==> src/pwr_evt_pkg.sv <==
// Package for the power status and event flag register bank.
// Assumes APB with 32-bit data; each 8-bit register sits in the low byte of one word.
package pwr_evt_pkg;

   // Register indices; the byte address is four times the index
   localparam logic [7:0] IDX_ADAPTER_STATUS   = 8'hA0;
   localparam logic [7:0] IDX_BATTERY1_STATUS  = 8'hA1;
   localparam logic [7:0] IDX_BATTERY2_STATUS  = 8'hA2;
   localparam logic [7:0] IDX_RESERVED_A3      = 8'hA3;
   localparam logic [7:0] IDX_BATTERY1_CAP     = 8'hA4;
   localparam logic [7:0] IDX_BATTERY2_CAP     = 8'hA5;
   localparam logic [7:0] IDX_RESERVED_A6      = 8'hA6;
   localparam logic [7:0] IDX_ALERT_SRC_ADDR   = 8'hA7;
   localparam logic [7:0] IDX_GPIO_A_EVT       = 8'hA8;
   localparam logic [7:0] IDX_GPIO_B_EVT       = 8'hA9;
   localparam logic [7:0] IDX_GPIO_C_EVT       = 8'hAA;
   localparam logic [7:0] IDX_RUN_EVT          = 8'hAB;
   localparam logic [7:0] IDX_WAKE_EVT         = 8'hAC;
   localparam logic [7:0] IDX_RUN_EVT_2        = 8'hAD;
   localparam logic [7:0] IDX_WAKE_EVT_2       = 8'hAE;
   localparam logic [7:0] IDX_THERMAL_EVT      = 8'hAF;
   localparam int         NUM_EVT_REGS         = 8;

   // Reset values
   localparam logic [7:0]  STATUS_RESET        = 8'h00;
   localparam logic [7:0]  EVT_RESET           = 8'h00;
   localparam logic [7:0]  ALERT_ADDR_RESET    = 8'h00;
   localparam logic [31:0] RDATA_ZERO          = 32'h0000_0000;

   // Writable bits of the event registers; the rest read as zero
   localparam logic [7:0]  GPIO_A_MASK         = 8'hFF;
   localparam logic [7:0]  GPIO_B_MASK         = 8'h7F;
   localparam logic [7:0]  GPIO_C_MASK         = 8'h03;
   localparam logic [7:0]  FULL_MASK           = 8'hFF;
   localparam logic [7:0]  THERMAL_MASK        = 8'h0F;

   // Run event byte layout
   localparam int RUN_SECOND_TRIP_BIT = 7;
   localparam int RUN_SMBUS_BIT       = 6;
   localparam int RUN_ALERT_BIT       = 5;
   localparam int RUN_GPIO_BIT        = 4;
   localparam int RUN_BAT2_BIT        = 1;
   localparam int RUN_BAT1_BIT        = 0;

   // Thermal event byte layout
   localparam int TH_EVENT_BIT        = 0;
   localparam int TH_HIGH_BIT         = 1;
   localparam int TH_LOW_BIT          = 2;
   localparam int TH_POLL_ERR_BIT     = 3;

   // Capacity encoding
   localparam logic [7:0] CAP_FULL_PERCENT   = 8'h64;
   localparam logic [7:0] CAP_UNKNOWN        = 8'h7F;
   localparam logic [7:0] CAP_NOT_INSTALLED  = 8'h80;

   // Alert arbitration
   localparam int         NUM_ALERT_SRC      = 4;
   localparam logic [7:0] ALERT_ADDR_EMPTY   = 8'h00;

   // Polling retries before the error flag is raised
   localparam logic [2:0] POLL_RETRY_LIMIT   = 3'h3;
   localparam logic [2:0] POLL_RETRY_ZERO    = 3'h0;

endpackage

==> src/event_flag_reg.sv <==
// One sticky event flag byte cleared by an AND-masked write.
// Assumes set pulses and the write strobe are synchronous to clk.
`timescale 1ns/1ps
module event_flag_reg
   import pwr_evt_pkg::*;
#(
   parameter logic [7:0] MASK = 8'hFF
)
(
   // Clock and reset
   input  wire logic       clk,
   input  wire logic       rst_n,
   // Event and write side
   input  wire logic [7:0] set_evt,
   input  wire logic       wr_en,
   input  wire logic [7:0] wr_data,
   // Flags
   output logic [7:0]      flags
);

   logic [7:0] flags_r;
   logic [7:0] flags_nxt;

   always_comb
   begin
      flags_nxt = flags_r;
      if (wr_en)
         flags_nxt = flags_r & wr_data;
      // Set beats a clear in the same cycle so no event is lost
      flags_nxt = (flags_nxt | set_evt) & MASK;
   end

   always_ff @(posedge clk or negedge rst_n)
   begin
      if (!rst_n)
         flags_r <= EVT_RESET;
      else
         flags_r <= flags_nxt;
   end

   assign flags = flags_r;

endmodule // event_flag_reg

==> src/pwr_evt_regs.sv <==
// Power status and event flag register bank with an APB slave port.
// Assumes event inputs are one-cycle pulses and status inputs are levels, all on pclk.
// Function
// - Read-only status bytes return a written value until a refresh or a status change.
// - The adapter status byte shows a 1 while an external adapter is attached.
// - Each battery status byte flags trip point, empty and low with a 1 each.
// - Each battery status byte also flags warning, error, discharging, charging and presence.
// - Capacity reads 0x00-0x64 for percent, 0x7F when unknown and 0x80 when no battery.
// - The alert-response function runs only while the alert address register is zero.
// - Of simultaneous alerting devices the lowest address is captured.
// - The host clears the alert address after reading it, then the next pending one loads.
// - A write to an event byte leaves old value AND written data.
// - The run event byte flags second trip, SMBus, alert, GPIO and per-battery events.
// - The thermal byte flags thermal events and crossing of the high and low alarm points.
// - An error flag is set when polling still fails after all retries.
// - Preserved status and capacity bytes ignore hardware updates during S4 or S5 sleep; writes still land.
//
// Decided for this implementation: register access over APB.
`timescale 1ns/1ps
module pwr_evt_regs
   import pwr_evt_pkg::*;
(
   // APB slave
   input  wire logic                      pclk,
   input  wire logic                      presetn,
   input  wire logic                      psel,
   input  wire logic                      penable,
   input  wire logic                      pwrite,
   input  wire logic [11:0]               paddr,
   input  wire logic [31:0]               pwdata,
   output logic [31:0]                    prdata,
   output logic                           pready,
   output logic                           pslverr,
   // Status levels
   input  wire logic                      adapter_present,
   input  wire logic [7:0]                bat1_state,
   input  wire logic [7:0]                bat2_state,
   input  wire logic [6:0]                bat1_percent,
   input  wire logic                      bat1_unknown,
   input  wire logic                      bat1_installed,
   input  wire logic [6:0]                bat2_percent,
   input  wire logic                      bat2_unknown,
   input  wire logic                      bat2_installed,
   input  wire logic                      status_refresh,
   input  wire logic                      deep_sleep,
   // SMBus alert sources
   input  wire logic [NUM_ALERT_SRC-1:0]  alert_src_req,
   input  wire logic [NUM_ALERT_SRC*7-1:0] alert_src_addr,
   output logic                           alert_respond,
   // Event pulses
   input  wire logic [7:0]                gpio_a_evt,
   input  wire logic [6:0]                gpio_b_evt,
   input  wire logic [1:0]                gpio_c_evt,
   input  wire logic                      second_trip_evt,
   input  wire logic                      smbus_evt,
   input  wire logic                      gpio_evt,
   input  wire logic                      bat1_evt,
   input  wire logic                      bat2_evt,
   input  wire logic [7:0]                wake_evt,
   input  wire logic [7:0]                run2_evt,
   input  wire logic [7:0]                wake2_evt,
   input  wire logic                      thermal_evt,
   input  wire logic                      thermal_high_evt,
   input  wire logic                      thermal_low_evt,
   input  wire logic                      poll_fail,
   input  wire logic                      poll_ok
);

   ////////////////////////////////////////////////////////////////////////////
   // APB decode
   ////////////////////////////////////////////////////////////////////////////

   logic [31:0] prdata_r;
   logic [31:0] prdata_nxt;
   logic        pready_r;
   logic        pready_nxt;
   logic        pslverr_r;
   logic        pslverr_nxt;
   logic [7:0]  reg_idx;
   logic        addr_hit;
   logic        wr_commit;
   logic [7:0]  wr_byte;
   logic [7:0]  rd_byte;

   assign reg_idx   = paddr[9:2];
   assign addr_hit  = (paddr[1:0] == 2'h0) && (paddr[11:10] == 2'h0)
                      && (reg_idx >= IDX_ADAPTER_STATUS) && (reg_idx <= IDX_THERMAL_EVT);
   // Writes land only at the edge where the slave shows ready
   assign wr_commit = psel && penable && pready_r && pwrite && addr_hit;
   assign wr_byte   = pwdata[7:0];

   ////////////////////////////////////////////////////////////////////////////
   // Status bytes
   ////////////////////////////////////////////////////////////////////////////

   logic [7:0] adp_hw;
   logic [7:0] cap1_hw;
   logic [7:0] cap2_hw;
   logic [7:0] adapter_status;
   logic [7:0] battery1_status;
   logic [7:0] battery2_status;
   logic [7:0] battery1_capacity;
   logic [7:0] battery2_capacity;

   function automatic logic [7:0] encode_cap(input logic [6:0] pct,
                                             input logic       unknown,
                                             input logic       installed);
      logic [7:0] code;
      code = {1'b0, pct};
      if (!installed)
         code = CAP_NOT_INSTALLED;
      else if (unknown)
         code = CAP_UNKNOWN;
      else if (code > CAP_FULL_PERCENT)
         code = CAP_FULL_PERCENT;
      return code;
   endfunction

   // Bit 0 is the adapter presence flag, the rest reserved
   assign adp_hw  = {7'h00, adapter_present};
   assign cap1_hw = encode_cap(bat1_percent, bat1_unknown, bat1_installed);
   assign cap2_hw = encode_cap(bat2_percent, bat2_unknown, bat2_installed);

   // Battery byte: trip, empty, low, warning, error, discharging, charging, present
   status_shadow_reg u_adp
   (
      .clk     (pclk),
      .rst_n   (presetn),
      .hw_val  (adp_hw),
      .refresh (status_refresh),
      .hold    (deep_sleep),
      .wr_en   (wr_commit && (reg_idx == IDX_ADAPTER_STATUS)),
      .wr_data (wr_byte),
      .val     (adapter_status)
   );

   status_shadow_reg u_bat1
   (
      .clk     (pclk),
      .rst_n   (presetn),
      .hw_val  (bat1_state),
      .refresh (status_refresh),
      .hold    (deep_sleep),
      .wr_en   (wr_commit && (reg_idx == IDX_BATTERY1_STATUS)),
      .wr_data (wr_byte),
      .val     (battery1_status)
   );

   status_shadow_reg u_bat2
   (
      .clk     (pclk),
      .rst_n   (presetn),
      .hw_val  (bat2_state),
      .refresh (status_refresh),
      .hold    (deep_sleep),
      .wr_en   (wr_commit && (reg_idx == IDX_BATTERY2_STATUS)),
      .wr_data (wr_byte),
      .val     (battery2_status)
   );

   status_shadow_reg u_cap1
   (
      .clk     (pclk),
      .rst_n   (presetn),
      .hw_val  (cap1_hw),
      .refresh (status_refresh),
      .hold    (deep_sleep),
      .wr_en   (wr_commit && (reg_idx == IDX_BATTERY1_CAP)),
      .wr_data (wr_byte),
      .val     (battery1_capacity)
   );

   status_shadow_reg u_cap2
   (
      .clk     (pclk),
      .rst_n   (presetn),
      .hw_val  (cap2_hw),
      .refresh (status_refresh),
      .hold    (deep_sleep),
      .wr_en   (wr_commit && (reg_idx == IDX_BATTERY2_CAP)),
      .wr_data (wr_byte),
      .val     (battery2_capacity)
   );

   ////////////////////////////////////////////////////////////////////////////
   // SMBus alert source address
   ////////////////////////////////////////////////////////////////////////////

   logic [7:0]               alert_addr_r;
   logic [7:0]               alert_addr_nxt;
   logic [NUM_ALERT_SRC-1:0] alert_pend_r;
   logic [NUM_ALERT_SRC-1:0] alert_pend_nxt;
   logic                     alert_respond_r;
   logic                     alert_respond_nxt;
   logic                     alert_capture;
   logic [6:0]               alert_min_addr;
   logic [NUM_ALERT_SRC-1:0] alert_min_sel;

   // Lowest address among pending sources, as SMBus arbitration would pick
   always_comb
   begin
      alert_min_addr = 7'h7F;
      alert_min_sel  = '0;
      for (int i = 0; i < NUM_ALERT_SRC; i++)
      begin
         if (alert_pend_r[i] && (alert_src_addr[i*7 +: 7] <= alert_min_addr))
         begin
            alert_min_addr = alert_src_addr[i*7 +: 7];
            alert_min_sel  = '0;
            alert_min_sel[i] = 1'b1;
         end
      end
   end

   // Response runs only on an empty register, so a host write of zero releases the next
   assign alert_capture = (alert_addr_r == ALERT_ADDR_EMPTY) && (alert_pend_r != '0);

   always_comb
   begin
      alert_addr_nxt    = alert_addr_r;
      alert_pend_nxt    = alert_pend_r;
      alert_respond_nxt = 1'b0;
      if (wr_commit && (reg_idx == IDX_ALERT_SRC_ADDR))
         alert_addr_nxt = wr_byte;
      if (alert_capture)
      begin
         alert_addr_nxt    = {alert_min_addr, 1'b0};
         alert_pend_nxt    = alert_pend_r & ~alert_min_sel;
         alert_respond_nxt = 1'b1;
      end
      alert_pend_nxt = alert_pend_nxt | alert_src_req;
   end

   always_ff @(posedge pclk or negedge presetn)
   begin
      if (!presetn)
      begin
         alert_addr_r    <= ALERT_ADDR_RESET;
         alert_pend_r    <= '0;
         alert_respond_r <= 1'b0;
      end
      else
      begin
         alert_addr_r    <= alert_addr_nxt;
         alert_pend_r    <= alert_pend_nxt;
         alert_respond_r <= alert_respond_nxt;
      end
   end

   ////////////////////////////////////////////////////////////////////////////
   // Polling retry counter
   ////////////////////////////////////////////////////////////////////////////

   logic [2:0] retry_cnt_r;
   logic [2:0] retry_cnt_nxt;
   logic       poll_err_evt;

   // One pulse when the failure count reaches the limit; more failures stay silent
   assign poll_err_evt = poll_fail && (retry_cnt_r == POLL_RETRY_LIMIT - 3'h1);

   always_comb
   begin
      retry_cnt_nxt = retry_cnt_r;
      if (poll_ok)
         retry_cnt_nxt = POLL_RETRY_ZERO;
      else if (poll_fail && (retry_cnt_r != POLL_RETRY_LIMIT))
         retry_cnt_nxt = retry_cnt_r + 3'h1;
   end

   always_ff @(posedge pclk or negedge presetn)
   begin
      if (!presetn)
         retry_cnt_r <= POLL_RETRY_ZERO;
      else
         retry_cnt_r <= retry_cnt_nxt;
   end

   ////////////////////////////////////////////////////////////////////////////
   // Event flag bytes
   ////////////////////////////////////////////////////////////////////////////

   logic [7:0] evt_set  [NUM_EVT_REGS];
   logic [7:0] evt_val  [NUM_EVT_REGS];
   logic [7:0] run_set;
   logic [7:0] th_set;

   always_comb
   begin
      run_set = 8'h00;
      run_set[RUN_SECOND_TRIP_BIT] = second_trip_evt;
      run_set[RUN_SMBUS_BIT]       = smbus_evt;
      run_set[RUN_ALERT_BIT]       = alert_capture;
      run_set[RUN_GPIO_BIT]        = gpio_evt;
      run_set[RUN_BAT2_BIT]        = bat2_evt;
      run_set[RUN_BAT1_BIT]        = bat1_evt;
      th_set = 8'h00;
      th_set[TH_EVENT_BIT]    = thermal_evt;
      th_set[TH_HIGH_BIT]     = thermal_high_evt;
      th_set[TH_LOW_BIT]      = thermal_low_evt;
      th_set[TH_POLL_ERR_BIT] = poll_err_evt;
   end

   assign evt_set[0] = gpio_a_evt;
   assign evt_set[1] = {1'b0, gpio_b_evt};
   assign evt_set[2] = {6'h00, gpio_c_evt};
   assign evt_set[3] = run_set;
   assign evt_set[4] = wake_evt;
   assign evt_set[5] = run2_evt;
   assign evt_set[6] = wake2_evt;
   assign evt_set[7] = th_set;

   localparam logic [7:0] EVT_MASKS [NUM_EVT_REGS] = '{GPIO_A_MASK, GPIO_B_MASK, GPIO_C_MASK,
      FULL_MASK, FULL_MASK, FULL_MASK, FULL_MASK, THERMAL_MASK};

   for (genvar g = 0; g < NUM_EVT_REGS; g++)
   begin : g_evt
      event_flag_reg #(.MASK(EVT_MASKS[g])) u_evt
      (
         .clk     (pclk),
         .rst_n   (presetn),
         .set_evt (evt_set[g]),
         .wr_en   (wr_commit && (reg_idx == IDX_GPIO_A_EVT + 8'(g))),
         .wr_data (wr_byte),
         .flags   (evt_val[g])
      );
   end

   ////////////////////////////////////////////////////////////////////////////
   // Read mux and APB answer
   ////////////////////////////////////////////////////////////////////////////

   always_comb
   begin
      rd_byte = 8'h00;
      if (reg_idx == IDX_ADAPTER_STATUS)
         rd_byte = adapter_status;
      else if (reg_idx == IDX_BATTERY1_STATUS)
         rd_byte = battery1_status;
      else if (reg_idx == IDX_BATTERY2_STATUS)
         rd_byte = battery2_status;
      else if (reg_idx == IDX_BATTERY1_CAP)
         rd_byte = battery1_capacity;
      else if (reg_idx == IDX_BATTERY2_CAP)
         rd_byte = battery2_capacity;
      else if (reg_idx == IDX_ALERT_SRC_ADDR)
         rd_byte = alert_addr_r;
      else if (reg_idx >= IDX_GPIO_A_EVT && reg_idx <= IDX_THERMAL_EVT)
         rd_byte = evt_val[3'(reg_idx - IDX_GPIO_A_EVT)];
   end

   // One wait state: ready rises in the second access cycle, for one cycle only
   always_comb
   begin
      pready_nxt  = 1'b0;
      pslverr_nxt = 1'b0;
      prdata_nxt  = RDATA_ZERO;
      if (psel && penable && !pready_r)
      begin
         pready_nxt  = 1'b1;
         pslverr_nxt = !addr_hit;
         if (!pwrite && addr_hit)
            prdata_nxt = {24'h000000, rd_byte};
      end
   end

   always_ff @(posedge pclk or negedge presetn)
   begin
      if (!presetn)
      begin
         prdata_r  <= RDATA_ZERO;
         pready_r  <= 1'b0;
         pslverr_r <= 1'b0;
      end
      else
      begin
         prdata_r  <= prdata_nxt;
         pready_r  <= pready_nxt;
         pslverr_r <= pslverr_nxt;
      end
   end

   assign prdata        = prdata_r;
   assign pready        = pready_r;
   assign pslverr       = pslverr_r;
   assign alert_respond = alert_respond_r;

endmodule // pwr_evt_regs

==> src/status_shadow_reg.sv <==
// Read-only status byte that keeps a software write until hardware refreshes it.
// Assumes hw_val and refresh are synchronous to clk.
`timescale 1ns/1ps
module status_shadow_reg
   import pwr_evt_pkg::*;
(
   // Clock and reset
   input  wire logic       clk,
   input  wire logic       rst_n,
   // Hardware side
   input  wire logic [7:0] hw_val,
   input  wire logic       refresh,
   input  wire logic       hold,
   // Write side
   input  wire logic       wr_en,
   input  wire logic [7:0] wr_data,
   // Value seen by software
   output logic [7:0]      val
);

   logic [7:0] val_r;
   logic [7:0] val_nxt;
   logic [7:0] last_hw_r;
   logic [7:0] last_hw_nxt;

   always_comb
   begin
      val_nxt     = val_r;
      last_hw_nxt = hw_val;
      if (wr_en)
         val_nxt = wr_data;
      // Hardware update wins over a write in the same cycle; hold blocks hardware updates but not writes
      if (!hold && (refresh || (hw_val != last_hw_r)))
         val_nxt = hw_val;
   end

   always_ff @(posedge clk or negedge rst_n)
   begin
      if (!rst_n)
      begin
         val_r     <= STATUS_RESET;
         last_hw_r <= STATUS_RESET;
      end
      else
      begin
         val_r     <= val_nxt;
         last_hw_r <= last_hw_nxt;
      end
   end

   assign val = val_r;

endmodule // status_shadow_reg

==> config.mk <==
export PLATFORM = sky130hd
export DESIGN_NAME = pwr_evt_regs
export DESIGN_NICKNAME = d
export VERILOG_FILES = /design/src/pwr_evt_pkg.sv /design/src/event_flag_reg.sv /design/src/pwr_evt_regs.sv /design/src/status_shadow_reg.sv
export SDC_FILE = /design/constraint.sdc
export NUM_CORES = 1
export LEC_CHECK = 0
export ABC_AREA = 0
export BUFFER_PORTS_ARGS = -buffer_cell sky130_fd_sc_hd__buf_4
export CORE_ASPECT_RATIO = 1.4
export CORE_MARGIN = 10
export CORE_UTILIZATION = 37
export CTS_CLUSTER_DIAMETER = 30
export DETAILED_ROUTE_END_ITERATION = 16
export GPL_TIMING_DRIVEN = 0
export PLACE_DENSITY = 0.72
export SLEW_MARGIN = 20
export SYNTH_ARGS = -nofsm -noshare
export SYNTH_HDL_FRONTEND = slang
export SYNTH_SLANG_ARGS = --single-unit
==> constraint.sdc <==
create_clock -name pclk -period 5.32 [get_ports pclk]
set_clock_uncertainty 0.05 [all_clocks]
set_input_delay 0.532 -clock pclk [delete_from_list [all_inputs] [get_ports pclk]]
set_output_delay 0.532 -clock pclk [all_outputs]
set_load 0.005 [all_outputs]
## Word-level counts from Yosys, hierarchy flattened

Cells that the tools add are included.

- $add $sub $neg: 2
- Magnitude comparators: 10
- Eq/ne operators: 21
- Mux-type cells: 52
- Bitwise logic cells: 20
- Reduce and logical (&&, ||, !) cells: 56

Operator list:

| operator | count |
|---|---|
| $mux W8 | 31 |
| $eq A8 B8 Y1 const B | 14 |
| $mux W7 | 8 |
| $and A8 B8 Y8 | 5 |
| $or A8 B8 Y8 | 5 |
| $logic_and A1 B1 Y1 | 36 |
| $ne A8 B8 Y1 | 4 |
| $bmux W8 S3 | 1 |
| $le A7 B7 Y1 | 3 |
| $mux W4 | 5 |
| $ge A8 B8 Y1 const B | 2 |
| $gt A7 B7 Y1 const B | 2 |
| $reduce_bool A2 Y1 | 7 |
| $and A4 B4 Y4 | 2 |
| $le A8 B8 Y1 const B | 1 |
| $logic_not A8 Y1 | 1 |
| $or A4 B4 Y4 | 2 |
| $and A7 B7 Y7 | 1 |
| $le A7 B7 Y1 const B | 1 |
| $or A7 B7 Y7 | 1 |
| $mux W3 | 2 |
| $logic_or A1 B1 Y1 | 5 |
| $ge A4 B4 Y1 const B | 1 |
| $logic_not A1 Y1 | 4 |
| 13 further kinds | 17 |

- Flip-flop bits (word level): 176
- Input port bits: 169
- Output and inout port bits: 35

## Longest topological paths before layout

Gate-level depths: netlist of run 1.

- Depth in word-level cells: 16
- Depth in mapped cells: 26
- Depth with buffers taken out: 24

## Hierarchy

From an unflattened synthesis of run 1, not the netlist that was laid out.

- Cell total of the unflattened synthesis: 816
- Area, all modules: 9138.8 µm²

Modules (own cells, without submodules):

| module | instances | cells each | area each (µm²) | seq. area each (µm²) |
|---|---|---|---|---|
| status_shadow_reg | 5 | 48 | 715.7 | 400.4 |
| pwr_evt_regs | 1 | 403 | 3410.8 | 650.6 |
| event_flag_reg (g_evt[0].u_evt ...) | 5 | 24 | 310.3 | 200.2 |
| event_flag_reg (g_evt[1].u_evt) | 1 | 23 | 282.8 | 175.2 |
| event_flag_reg (g_evt[7].u_evt) | 1 | 17 | 188.9 | 100.1 |
| event_flag_reg (g_evt[2].u_evt) | 1 | 13 | 126.4 | 50.0 |

## Least setup slack after synthesis of run 1

Ideal clock, no wire load.

- Kind: input-to-reg
- Start: input alert_src_addr[5]
- End: register alert_pend_r[0]
- Arrival time: 5.178 ns
- Data required time: 5.152 ns
- Path slack: -0.026 ns
- Stages: 24
- Path buffers: 2
- Path through: nor2b_1 > ha_1 > and3_1 > a311oi_1 > o31a_1 > o21ai_4 > mux2_4 > ha_1 > nor2b_1 > o211ai_1 > a211oi_1 > nor3b_1 > clkbuf_1 > nand2_1 > o21a_1 > ha_1 > nor2b_1 > o211ai_1 > a211oi_1 > o31ai_2 > or2_1 > clkbuf_1 > nand2b_1 > a21o_1

- Longest elaborated chain between the ends: 16
- Elaborated cells on any way between the ends: 19
- Classes of those cells: 4 x order compare; 8 x mux; 3 x bitwise; 4 x reduce/logical

RTL lines:

| element | line | RTL |
|---|---|---|
| start: declaration | pwr_evt_regs.sv:48 | `input wire logic [NUM_ALERT_SRC*7-1:0] alert_src_addr,` |
| $le A7 B7 Y1 | pwr_evt_regs.sv:206 | `if (alert_pend_r[i] && (alert_src_addr[i*7 +: 7] <= alert_min_addr))` |
| $logic_and A1 B1 Y1 | pwr_evt_regs.sv:206 |  |
| $mux W7 | pwr_evt_regs.sv:206 |  |
| $le A7 B7 Y1 | pwr_evt_regs.sv:206 |  |
| $logic_and A1 B1 Y1 | pwr_evt_regs.sv:206 |  |
| $mux W7 | pwr_evt_regs.sv:206 |  |
| $le A7 B7 Y1 | pwr_evt_regs.sv:206 |  |
| $logic_and A1 B1 Y1 | pwr_evt_regs.sv:206 |  |
| $mux W7 | pwr_evt_regs.sv:206 |  |
| $le A7 B7 Y1 | pwr_evt_regs.sv:206 |  |
| $logic_and A1 B1 Y1 | pwr_evt_regs.sv:206 |  |
| $mux W4 (*) | pwr_evt_regs.sv:206 |  |
| $not A4 Y4 (*) | pwr_evt_regs.sv:228 | `alert_pend_nxt = alert_pend_r & ~alert_min_sel;` |
| $and A4 B4 Y4 (*) | pwr_evt_regs.sv:228 |  |
| $mux W4 (*) | pwr_evt_regs.sv:225 | `if (alert_capture)` |
| $or A4 B4 Y4 (*) | pwr_evt_regs.sv:231 | `alert_pend_nxt = alert_pend_nxt \| alert_src_req;` |
| via alert_pend_nxt[0] | pwr_evt_regs.sv:192 | `logic [NUM_ALERT_SRC-1:0] alert_pend_nxt;` |
| end signal: assignment | pwr_evt_regs.sv:245 | `alert_pend_r <= alert_pend_nxt;` |
| end: declaration | pwr_evt_regs.sv:191 | `logic [NUM_ALERT_SRC-1:0] alert_pend_r;` |

The timed path passes the listed nets; every way through them passes the cells marked *.
A chain may end at the register's enable or synchronous reset.

## Worst setup path after layout of run 1

- Start: register alert_pend_r[0]
- End: register alert_pend_r[2]

- Longest elaborated chain between the ends: 15
- Elaborated cells on any way between the ends: 18
- Classes of those cells: 3 x order compare; 6 x mux; 3 x bitwise; 6 x reduce/logical

RTL lines:

| element | line |
|---|---|
| $logic_and A1 B1 Y1 | pwr_evt_regs.sv:206 |
| $mux W7 | pwr_evt_regs.sv:206 |
| $le A7 B7 Y1 | pwr_evt_regs.sv:206 |
| $logic_and A1 B1 Y1 | pwr_evt_regs.sv:206 |
| $mux W7 | pwr_evt_regs.sv:206 |
| $le A7 B7 Y1 | pwr_evt_regs.sv:206 |
| $logic_and A1 B1 Y1 | pwr_evt_regs.sv:206 |
| $mux W7 | pwr_evt_regs.sv:206 |
| $le A7 B7 Y1 | pwr_evt_regs.sv:206 |
| $logic_and A1 B1 Y1 | pwr_evt_regs.sv:206 |
| $mux W4 | pwr_evt_regs.sv:206 |
| $not A4 Y4 | pwr_evt_regs.sv:228 |
| $and A4 B4 Y4 | pwr_evt_regs.sv:228 |
| $mux W4 (*) | pwr_evt_regs.sv:225 |
| $or A4 B4 Y4 (*) | pwr_evt_regs.sv:231 |
| via alert_pend_nxt[2] | pwr_evt_regs.sv:192 |

Marked as above.

==> key figures, run 1 <==
Global routing
  – Pin count of the biggest net entering global routing: 81
  – First-pass GRT wire length: 39.5 mm
  – Vias in the first global route: 7,418
  – Initial antenna violation count: 1
  – Total track usage: 17.1%
  – Total grt overflow: 0

Die
  – Chip height: 200 um
  – Core ar.: 22,700 sq um
  – Io pins: 204
  – Initial Util: 37.7%
  – Rows: 65
  – Die ar.: 29,700 sq um
  – Die Width: 149 um

STA
  – Fin. max-slew vios: 0
  – Tightest Pin Transition: 758 ps
  – Setup ws final: -2.11 ps
  – Fin crit period: 5320 ps
  – Final Cycle Share: 100%
  – RSZ-0062 raised after global routing: yes
  – # setup viols final: 1
  – Sum of negative setup slack: -2.11 ps
  – Hold_ws: 0.977 ps
  – Worst slew margin: 49.5%
  – Hold Violations, Final: 0
  – Max Clock Freq: 188 MHz

Layout
  – Multi-input gate area: 4600 sq um
  – Register Area: 3800 sq um
  – Commonest cells after routing, fill and taps aside: 184 x buf_4, 151 x dfrtp_1, 88 x o21ai_0
  – Fill count: 2,066
  – Commonest non-fill, non-tap cell in the layout: buf_4
  – Synth-to-Final Area Change: 31.0%
  – Layout cells sized above 1: 28.8%
  – Fin area: 11,200 sq um
  – Fin util: 49.4%
  – Layout Cells excl Fill: 1,384
  – N_diodes: 0
  – Final net count: 1,262

Clocking
  – Worst-skew pair later-pin latency: 430 ps
  – TritonCTS clock tree: built
  – Worst-path clk slew: 60 ps
  – # H-tree levels: 4
  – Clock sinks: 152
  – Clk root buf: clkbuf_16
  – Number of buffers created by CTS: 17
  – Max clock buf depth: 2

Worst setup path
  – Worst r2r src: alert_pend_r[0]
  – Critical Path Max Stage Delay: 480 ps
  – Worst-path maximum fanout: 8
  – Crit. Startpoint: alert_pend_r[0]
  – RR Endpoint: alert_pend_r[2]
  – CP Class: register to register
  – R2r setup slk: -2 ps
  – CP required: 5590 ps
  – Crit end category: register
  – Critical path endpoint: alert_pend_r[2]
  – Data arrival time of the critical path: 5600 ps
  – CP max-delay cell: dfrtp_2
  – Worst reg2reg path depth: 24
  – CP Launch Type: register
  – Critical-path cell list: buf_6 -> nor2b_1 -> ha_1 -> a21oi_1 -> o31a_1 -> o21ai_4 -> buf_6 -> mux2_4 -> ha_4 -> nand3_4 -> nor2_4 -> nor2_2 -> nor3b_2 -> clkbuf_8 -> nand2_2 -> o21a_1 -> ha_4 -> nor2b_4 -> o211ai_1 -> a211oi_2 -> o31ai_4 -> buf_4 -> or3_4 -> a21o_1

Logic synthesis
  – Yosys warns: 0
  – Sequential area share after synthesis: 44.5%
  – Mapped Area: 8550 sq um
  – Share of the synthesized area in the top cell type: 44.5%
  – Area leader, netlist: dfrtp_1
  – Yosys reg bits: 152
  – Most used DFF post-synth: dfrtp_1
  – Synth unique cells: 69
  – Number of synthesized flops with an enable pin: 0
  – Synth top area cells: dfrtp_1 44%, mux2i_1 8.4%, o21ai_0 5.2%
  – Synthesized instance count: 862
  – Async set-reset flop share out of synthesis: 100%
  – Synthesized area per cell: 9.92 sq um

Detailed routing
  – Drt total wl: 26.3 mm
  – Via count: 7,218
  – Wire per inst: 19.0 um
  – Initial DRC count: 502
  – Remaining DRCs: 0
  – Post-DRT Antenna Nets: 0
  – Via/cell ratio: 5.22
  – Pre-antenna DRT Iters: 5

Run status
  – Status: finished, violations left
  – Failing checks: negative setup slack

Placed design
  – Inst Count DP: 1,337
  – DP Area: 10,200 sq um
  – DP Wirelength: 19.8 mm
  – IO buf count: 150
  – Post-Place Setup Slack: -954 ps
  – GP Congestion: 0.888

Power
  – Design Power: 3.22 mW
  – Leak: 5.05 nW
  – Max IR drop VDD: 0.227 mV
  – Pwr/cell area: 287 nW/um^2

Min path
  – HP Class: input pin to async pin

Job
  – Max cap viols: 0
sequential cells by signal (all words and copies together) (netlist names):
| name | count |
|---|---|
| u_bat1.val | 8 |
| u_cap2.val | 8 |
| u_adp.val | 8 |
| u_cap1.val | 8 |
| prdata | 8 |
| u_cap2.last_hw_r | 8 |
| alert_pend_r | 4 |
| u_bat1.last_hw_r | 8 |
| alert_respond | 1 |
| u_cap1.last_hw_r | 8 |
| u_adp.last_hw_r | 1 |
| alert_addr_r | 8 |
| u_bat2.val | 8 |
| pslverr | 1 |
| u_bat2.last_hw_r | 8 |
| pready | 1 |
| g_evt.u_evt.flags | 53 |
| retry_cnt_r | 3 |
kinds of logic (layout without fill, tap and decap cells):
| group | Yosys count | after routing | synth area share [%] |
|---|---|---|---|
| other cells | 1 | 24 | 0.0438 |
| mux | 92 | 92 | 12.1 |
| xor+xnor | 25 | 25 | 2.56 |
| simple gates | 243 | 243 | 15.7 |
| compound gates | 221 | 221 | 15.9 |
| fa+ha+maj | 23 | 23 | 3.36 |
| buf+inv | 105 | 303 | 5.92 |
| flops | 152 | 152 | 44.5 |
layer usage:
layer  vias to the layer above  part of all wire [%]  track usage [%]
li1                       3406                     -                -
met4                         2                   2.4             6.44
met5                         -                 0.027                0
met2                       261                    54             31.7
met1                      3498                    36             17.8
met3                        51                   7.3             5.14
cells in the mapped netlist, types with 5 or more instances:
cell,count
mux2i_1,72
nand2b_1,58
o21ai_0,89
mux2_4,5
buf_4,24
inv_1,42
nor3_1,10
o21a_1,8
buf_2,12
mux4_2,6
mux2_2,9
dfrtp_1,152
a211oi_1,9
nand2_1,47
a211o_1,5
o22ai_1,6
a21oi_1,47
o211ai_1,5
or2_2,5
nor2_1,61
nor2b_1,18
o221ai_1,7
nand4_1,9
ha_1,23
xor2_1,5
a31oi_1,7
xnor2_1,20
clkbuf_1,23
a21o_1,6
worst max-delay path: cells and delay by family (launching register included):
| kind | cells | cell delay [ps] |
|---|---|---|
| DFF | 1 | 480 |
| muxes | 1 | 330 |
| adders and majority gates | 3 | 870 |
| AOI/OAI and AO/OA | 8 | 1540 |
| and+or+nand+nor | 8 | 1240 |
| buffers and inverters | 4 | 720 |
how the worst min path moves through the flow:
| stage | startpoint | endpoint | slack [ps] | depth (start not counted) |
|---|---|---|---|---|
| 2_1_floorplan | presetn | alert_addr_r[0] | 190 | 0 |
| 3_3_place_gp | g_evt[3].u_evt.flags[3] | g_evt[3].u_evt.flags[3] | 410 | 1 |
| 3_5_place_dp | g_evt[3].u_evt.flags[3] | g_evt[3].u_evt.flags[3] | 430 | 1 |
| 4_1_cts | presetn | g_evt[6].u_evt.flags[2] | 30 | 1 |
| 5_1_grt | presetn | g_evt[6].u_evt.flags[2] | 30 | 1 |
| 6_report | presetn | g_evt[6].u_evt.flags[2] | 1 | 1 |
power by group:
| part | leakage (nW) | internal [mW] | switching, mW |
|---|---|---|---|
| clock network | 0.295 | 0.793 | 0.458 |
| registers | 1.69 | 1.23 | 0.0537 |
| logic | 3.06 | 0.330 | 0.346 |
| total | 5.05 | 2.36 | 0.858 |
final cells by class:
class	instances	area share, %
clock inverter	9	1.32
sequential	152	34.0
clock buffer	23	4.09
inverter	42	1.41
tap	301	3.36
multi-input combinational	628	41.1
timing repair buffer	168	11.7
buffer	61	3.14
timing repair:
item	in CTS	in global routing
resized for setup	16	37
buffers inserted	12	5
endpoints found under the setup margin	10	10
gates cloned	1	0
pin swaps	11	13
hold buffers	0	0
endpoints found under the hold margin	0	0
(Power assumes the default switching activity.)
==> inputs of run 2 (changes only) <==
--- a/config.mk
+++ b/config.mk
@@ -7,13 +7,15 @@
 export LEC_CHECK = 0
 export ABC_AREA = 0
 export BUFFER_PORTS_ARGS = -buffer_cell sky130_fd_sc_hd__buf_4
+export CELL_PAD_IN_SITES_DETAIL_PLACEMENT = 0
+export CELL_PAD_IN_SITES_GLOBAL_PLACEMENT = 2
 export CORE_ASPECT_RATIO = 1.4
 export CORE_MARGIN = 10
-export CORE_UTILIZATION = 37
+export CORE_UTILIZATION = 30
 export CTS_CLUSTER_DIAMETER = 30
 export DETAILED_ROUTE_END_ITERATION = 16
 export GPL_TIMING_DRIVEN = 0
-export PLACE_DENSITY = 0.72
+export PLACE_DENSITY = 0.87
 export SLEW_MARGIN = 20
 export SYNTH_ARGS = -nofsm -noshare
 export SYNTH_HDL_FRONTEND = slang
==> constraint.sdc (replaced) <==
create_clock -name pclk -period 5.32 [get_ports pclk]
set_clock_uncertainty 0.05 [all_clocks]
set_input_delay 0.532 -clock pclk [delete_from_list [all_inputs] [get_ports pclk]]
set_output_delay 0.532 -clock pclk [all_outputs]
set_load 0.01 [all_outputs]
==> key figures, run 2 (synthesized netlist as in run 1, its figures left out) <==
Global routing
  – Initial antenna violation count: 1 (unchanged)
  – Vias in the first global route: 7,562 (+1.9%)
  – Total grt overflow: 0 (unchanged)
  – GR met3 Demand/Resource: 4.52% (-0.62 points)
  – Pin count of the biggest net entering global routing: 90 (+11%)
  – GR peak layer: met2
  – GRT met1 Usage: 16.2% (-1.6 points)
  – Grt met2 use: 28.3% (-3.4 points)
  – Total track usage: 15.4% (-1.8 points)
  – First-pass GRT wire length: 42.3 mm (+7.1%)

Run status
  – Failing checks: negative hold slack
  – Status: finished, violations left

STA
  – Final Cycle Share: 97.1% (-2.9 points)
  – Tightest Pin Transition: 905 ps (+147 ps)
  – Fin. max-slew vios: 0 (unchanged)
  – # setup viols final: 0 (-1)
  – Hold Violations, Final: 13 (+13)
  – Max Clock Freq: 194 MHz (+3.0%)
  – Hold_ws: -21.6 ps (-22.5 ps)
  – RSZ-0062 raised after global routing: yes
  – Worst slew margin: 39.7% (-9.8 points)
  – Fin crit period: 5170 ps (-155 ps)
  – Setup ws final: 153 ps (+155 ps)

Detailed routing
  – Wire per inst: 18.9 um (-0.68%)
  – Initial DRC count: 395 (-21%)
  – Post-DRT Antenna Nets: 0 (unchanged)
  – Remaining DRCs: 0 (unchanged)
  – Via count: 7,004 (-3.0%)
  – Drt total wl: 27.5 mm (+4.3%)
  – Pre-antenna DRT Iters: 5 (unchanged)
  – Via/cell ratio: 4.82 (-7.6%)

Die
  – Io pins: 204 (unchanged)
  – Die Width: 163 um (+9.6%)
  – Chip height: 220 um (+9.9%)
  – Die ar.: 35,800 sq um (+20%)
  – Core ar.: 28,200 sq um (+24%)
  – Rows: 73 (+12%)
  – Initial Util: 30.3% (-7.4 points)

Power
  – Design Power: 3.18 mW (-1.2%)
  – Max IR drop VDD: 0.191 mV (-16%)
  – Leak: 5.00 nW (-0.94%)
  – Pwr/cell area: 284 nW/um^2 (-1.2%)

Worst setup path
  – CP required: 5590 ps (about the same)
  – RR Endpoint: alert_pend_r[0]
  – Worst r2r src: alert_pend_r[0]
  – R2r setup slk: 150 ps (+150 ps)
  – Crit end category: register
  – CP Class: register to register
  – Data arrival time of the critical path: 5430 ps (-170 ps)
  – Worst-path maximum fanout: 7 (-1)
  – CP Launch Type: register
  – Worst reg2reg path depth: 25 (+4.2%)

Clocking
  – TritonCTS clock tree: built
  – # H-tree levels: 4 (unchanged)
  – Clock sinks: 152 (unchanged)
  – Max clock buf depth: 2 (unchanged)
  – Worst-path clk slew: 60 ps (about the same)
  – Clk root buf: clkbuf_16
  – Number of buffers created by CTS: 17 (unchanged)
  – Worst-skew pair later-pin latency: 430 ps (about the same)
  – Hold buffers post-CTS: 0 (unchanged)

Placed design
  – GP Congestion: 0.858 (-3.3%)
  – DP Wirelength: 21.2 mm (+7.1%)
  – Post-Place Setup Slack: -970 ps (-16.2 ps)
  – IO buf count: 150 (unchanged)

Layout
  – Layout cells sized above 1: 28.1% (-0.73 points)
  – Max reg flops: 53 (unchanged)
  – Commonest cells after routing, fill and taps aside: 185 x buf_4, 151 x dfrtp_1, 89 x o21ai_0
  – Commonest non-fill, non-tap cell in the layout: buf_4
  – N_diodes: 0 (unchanged)
  – Fin util: 39.7% (-9.7 points)
  – Final net count: 1,258 (-0.32%)
  – Synth-to-Final Area Change: 31.0% (about the same)
  – Fill count: 2,803 (+36%)

Min path
  – HP Class: input pin to async pin

Job
  – Max cap viols: 0 (unchanged)
==> run 2: cell count changes in the layout (fill, tap and decap cells not counted), moves of 2 or more <==
cell / change
buf_6: -5
bufinv_16: -2
clkbuf_8: +5
clkinv_2: -3
ha_1: +2
ha_4: -2
nand2b_1: +2
nand2b_4: -2
==> run 2: metrics by stage <==
step,TNS [ps],area (sq um),cells
after floorplan,0,8650,885
after global placement,-8240,10200,1410
after detailed placement,-8760,10300,1411
after CTS,0,11000,1452
after global routing,-422,11200,1454
final,0,11200,1454
==> run 2: power by group <==
| part | switching (mW) | internal [mW] |
|---|---|---|
| sequential | 0.0548 | 1.23 |
| combinational | 0.340 | 0.319 |
| clock | 0.462 | 0.768 |
==> run 2: per-layer routing <==
layer / vias up / part of all wire (%)
met3: 37 / 6.6
met5: - / 0.073
met1: 3386 / 38
met4: 2 / 2.4
li1: 3394 / -
met2: 185 / 53
==> run 2: timing repair <==
action / 4_1_cts / 5_1_grt
resized for setup: 19 / 23
endpoints found under the setup margin: 11 / 10
buffers inserted: 11 / 2
pin swaps: 10 / 12
==> run 2: how the worst max path moves through the flow <==
| stage | from | end | slack (ps) | depth (start not counted) |
|---|---|---|---|---|
| 2_1_floorplan | alert_src_addr[5] | alert_pend_r[0] | 110 | 24 |
| 3_3_place_gp | alert_src_addr[5] | alert_addr_r[1] | -930 | 24 |
| 3_5_place_dp | alert_src_addr[5] | alert_addr_r[5] | -970 | 24 |
| 4_1_cts | alert_pend_r[0] | alert_pend_r[0] | 5 | 24 |
| 5_1_grt | alert_pend_r[0] | alert_pend_r[0] | -90 | 25 |
| 6_report | alert_pend_r[0] | alert_pend_r[0] | 150 | 25 |
==> run 2: final cells by class <==
cell class | count | area, sq um | area share [%]
Sequential cell | 152 | 3800 | 33.9
Clock buffer | 27 | 523 | 4.67
Timing Repair Buffer | 164 | 1270 | 11.3
Buffer | 61 | 352 | 3.14
Clock inverter | 5 | 82.6 | 0.737
Inverter | 42 | 158 | 1.41
Tap cell | 375 | 469 | 4.19
Multi-Input combinational cell | 628 | 4550 | 40.6
==> run 2: critical path, cell delays in order (launching register included) <==
cell and delay, ps:
dfrtp_2 430, nor2b_4 200, ha_4 230, a21oi_2 110
nor2b_1 70, a311oi_2 250, o31a_1 270, o21ai_4 90
buf_12 150, buf_4 130, mux2_4 320, ha_4 280
nand3_4 70, a211oi_2 260, nor3b_2 90, clkbuf_8 160
buf_4 150, o21a_1 190, ha_4 280, nor2b_4 120
o211ai_1 110, a211oi_2 320, o31ai_4 110, or2_4 290
nand2b_1 150, a21o_1 170
==> inputs of run 3 (changes only) <==
--- a/config.mk
+++ b/config.mk
@@ -7,15 +7,16 @@
 export LEC_CHECK = 0
 export ABC_AREA = 0
 export BUFFER_PORTS_ARGS = -buffer_cell sky130_fd_sc_hd__buf_4
-export CELL_PAD_IN_SITES_DETAIL_PLACEMENT = 0
-export CELL_PAD_IN_SITES_GLOBAL_PLACEMENT = 2
+export CELL_PAD_IN_SITES_DETAIL_PLACEMENT = 1
+export CELL_PAD_IN_SITES_GLOBAL_PLACEMENT = 1
 export CORE_ASPECT_RATIO = 1.4
 export CORE_MARGIN = 10
-export CORE_UTILIZATION = 30
+export CORE_UTILIZATION = 37
 export CTS_CLUSTER_DIAMETER = 30
 export DETAILED_ROUTE_END_ITERATION = 16
 export GPL_TIMING_DRIVEN = 0
 export PLACE_DENSITY = 0.87
+export RECOVER_POWER = 25
 export SLEW_MARGIN = 20
 export SYNTH_ARGS = -nofsm -noshare
 export SYNTH_HDL_FRONTEND = slang
==> key figures, run 3 (synthesized netlist as in run 1, its figures left out) <==
Min path
  – HP Class: input pin to register

STA
  – RSZ-0062 raised after global routing: yes
  – Fin. max-slew vios: 75 (+75)
  – # setup viols final: 10 (+10)
  – Setup ws final: -321 ps (-474 ps)
  – Hold Violations, Final: 0 (-13)
  – Final Cycle Share: 106% (+8.9 points)
  – Fin crit period: 5640 ps (+474 ps)
  – Max Clock Freq: 177 MHz (-8.4%)
  – Tightest Pin Transition: 4170 ps (+3260 ps)
  – Worst slew margin: -178% (-220 points)

Job
  – Max cap viols: 1 (+1)

Layout
  – Commonest cells after routing, fill and taps aside: 178 x buf_4, 151 x dfrtp_1, 87 x o21ai_0
  – N_diodes: 0 (unchanged)
  – Commonest non-fill, non-tap cell in the layout: buf_4
  – Max reg flops: 53 (unchanged)
  – Layout cells sized above 1: 28.7% (+0.65 points)
  – Fill count: 2,580 (-8.0%)
  – Final net count: 1,272 (+1.1%)
  – Fin area: 11,200 sq um (about the same)
  – Synth-to-Final Area Change: 31.0% (about the same)
  – Layout Cells excl Fill: 1,394 (-4.1%)

Clocking
  – Clock sinks: 152 (unchanged)
  – TritonCTS clock tree: built
  – Max clock buf depth: 2 (unchanged)
  – Number of buffers created by CTS: 17 (unchanged)
  – Worst-path clk slew: 60 ps (about the same)
  – Worst-skew pair later-pin latency: 450 ps (+20 ps)
  – # H-tree levels: 4 (unchanged)
  – Clk root buf: clkbuf_16

Power
  – Max IR drop VDD: 0.230 mV (+20%)
  – Leak: 5.01 nW (about the same)
  – Pwr/cell area: 289 nW/um^2 (+2.0%)

Worst setup path
  – CP required: 5650 ps (+60 ps)
  – Data arrival time of the critical path: 5970 ps (+540 ps)
  – Crit end category: register
  – CP Launch Type: register
  – CP max-delay cell: dfrtp_2
  – CP Class: register to register
  – Worst-path maximum fanout: 8 (+1)
  – Critical Path Max Stage Delay: 450 ps (+20 ps)
  – CP bufs+invs: 3 (-1)
  – CP top delay family: compound AO/OA/AOI/OAI gates

Placed design
  – DP Wirelength: 22.5 mm (+6.1%)
  – IO buf count: 150 (unchanged)
  – GP Congestion: 0.864 (+0.64%)
  – DP Area: 10,200 sq um (-0.90%)
  – Inst Count DP: 1,337 (-5.2%)

Detailed routing
  – Wire per inst: 23.5 um (+25%)
  – Post-DRT Antenna Nets: 0 (unchanged)
  – Remaining DRCs: 0 (unchanged)
  – Drt total wl: 32.8 mm (+19%)
  – Via count: 7,659 (+9.4%)
  – Via/cell ratio: 5.49 (+14%)
  – Pre-antenna DRT Iters: 5 (unchanged)
  – Initial DRC count: 513 (+30%)

Die
  – Initial Util: 37.7% (+7.4 points)
  – Die Width: 149 um (-8.7%)
  – Chip height: 200 um (-9.0%)
  – Io pins: 204 (unchanged)
  – Rows: 65 (-11%)
  – Die ar.: 29,700 sq um (-17%)
  – Core ar.: 22,700 sq um (-20%)

Global routing
  – GRT met1 Usage: 19.9% (+3.7 points)
  – Total track usage: 20.9% (+5.5 points)
  – GR peak layer: met2
  – Grt met2 use: 38.7% (+10 points)
  – Total grt overflow: 0 (unchanged)
  – Vias in the first global route: 8,671 (+15%)
  – Initial antenna violation count: 1 (unchanged)
  – Pin count of the biggest net entering global routing: 79 (-12%)
  – First-pass GRT wire length: 47.9 mm (+13%)
  – GR met3 Demand/Resource: 5.63% (+1.1 points)

Run status
  – Status: finished, violations left
  – Failing checks: max-capacitance violations, max-slew violations, negative setup slack
[run 3: cell types whose count changed in the layout (fill, tap and decap cells not counted), sizes merged]
cell / delta
clkinvlp: +4
clkinv: +4
clkbuf: +13
buf: -6
inv: -1
[run 3: path summary, 6_finish.rpt]
kind                                          from                 endpoint  depth (start not counted)  slack [ps]
max in group asynchronous                  presetn          alert_pend_r[0]                          1        1040
max reg2reg                        alert_pend_r[0]          alert_pend_r[0]                         25        -320
min reg2reg                g_evt[3].u_evt.flags[2]  g_evt[3].u_evt.flags[2]                          1         440
max                                alert_pend_r[0]          alert_pend_r[0]                         25        -320
min                                adapter_present       u_adp.last_hw_r[0]                          1         200
min in group asynchronous                  presetn           retry_cnt_r[0]                          1        1480
[run 3: timing repair]
item	in CTS	in global routing
setup endpoints to repair	11	11
hold buffers	0	0
gates cloned	0	0
gates resized for setup	20	42
setup buffers	15	13
pin swaps	13	23
[run 3: worst reg2reg max path: stages (launching register included)]
cell and delay, ps:
dfrtp_2 450, buf_6 130, nor2b_4 130, ha_4 270
a21o_1 170, a21oi_2 70, o31a_1 290, o21ai_4 240
mux2_4 340, ha_1 320, nor2b_2 170, o211ai_1 260
a211oi_2 150, nor3b_2 250, buf_4 170, nand2_1 100
o21a_1 200, ha_4 320, nand4_1 150, nor2_2 260
a211oi_2 80, buf_4 160, o31ai_4 320, or2_4 270
nand2b_4 140, a21o_1 110
[run 3: per-layer routing]
layer,vias to the layer above,share of wire [%]
met4,0,6.5
li1,3432,-
met2,285,55
met1,3827,33
met5,-,0
met3,115,5.8
[run 3: where the power goes]
group,switching (mW),internal [mW]
logic,0.405,0.344
clock network,0.502,0.699
registers,0.0570,1.23
[run 3: stage by stage]
step | power (mW) | setup TNS, ps | util [%] | hold WS [ps] | worst slack [ps]
after floorplan | 1.65 | 0 | - | 186 | 109
after global placement | 1.88 | -7420 | 44.7 | 416 | -857
after detailed placement | 1.91 | -9080 | 44.9 | 424 | -996
after CTS | 3.15 | 0 | 48.4 | 20.2 | 10.7
after global routing | 3.38 | -4320 | 49.4 | 206 | -465
final | 3.24 | -2670 | 49.4 | 202 | -321
[run 3: area by class of cell]
class / instances / area [sq um] / share of cell area [%]
well taps: 301 / 377 / 3.36
clock buffers: 20 / 447 / 3.99
plain buffers: 61 / 349 / 3.12
multi-input cells: 628 / 4630 / 41.3
inverters: 42 / 158 / 1.41
repair buffers: 178 / 1320 / 11.7
flip-flops and latches: 152 / 3800 / 34.0
clock inverters: 12 / 128 / 1.14
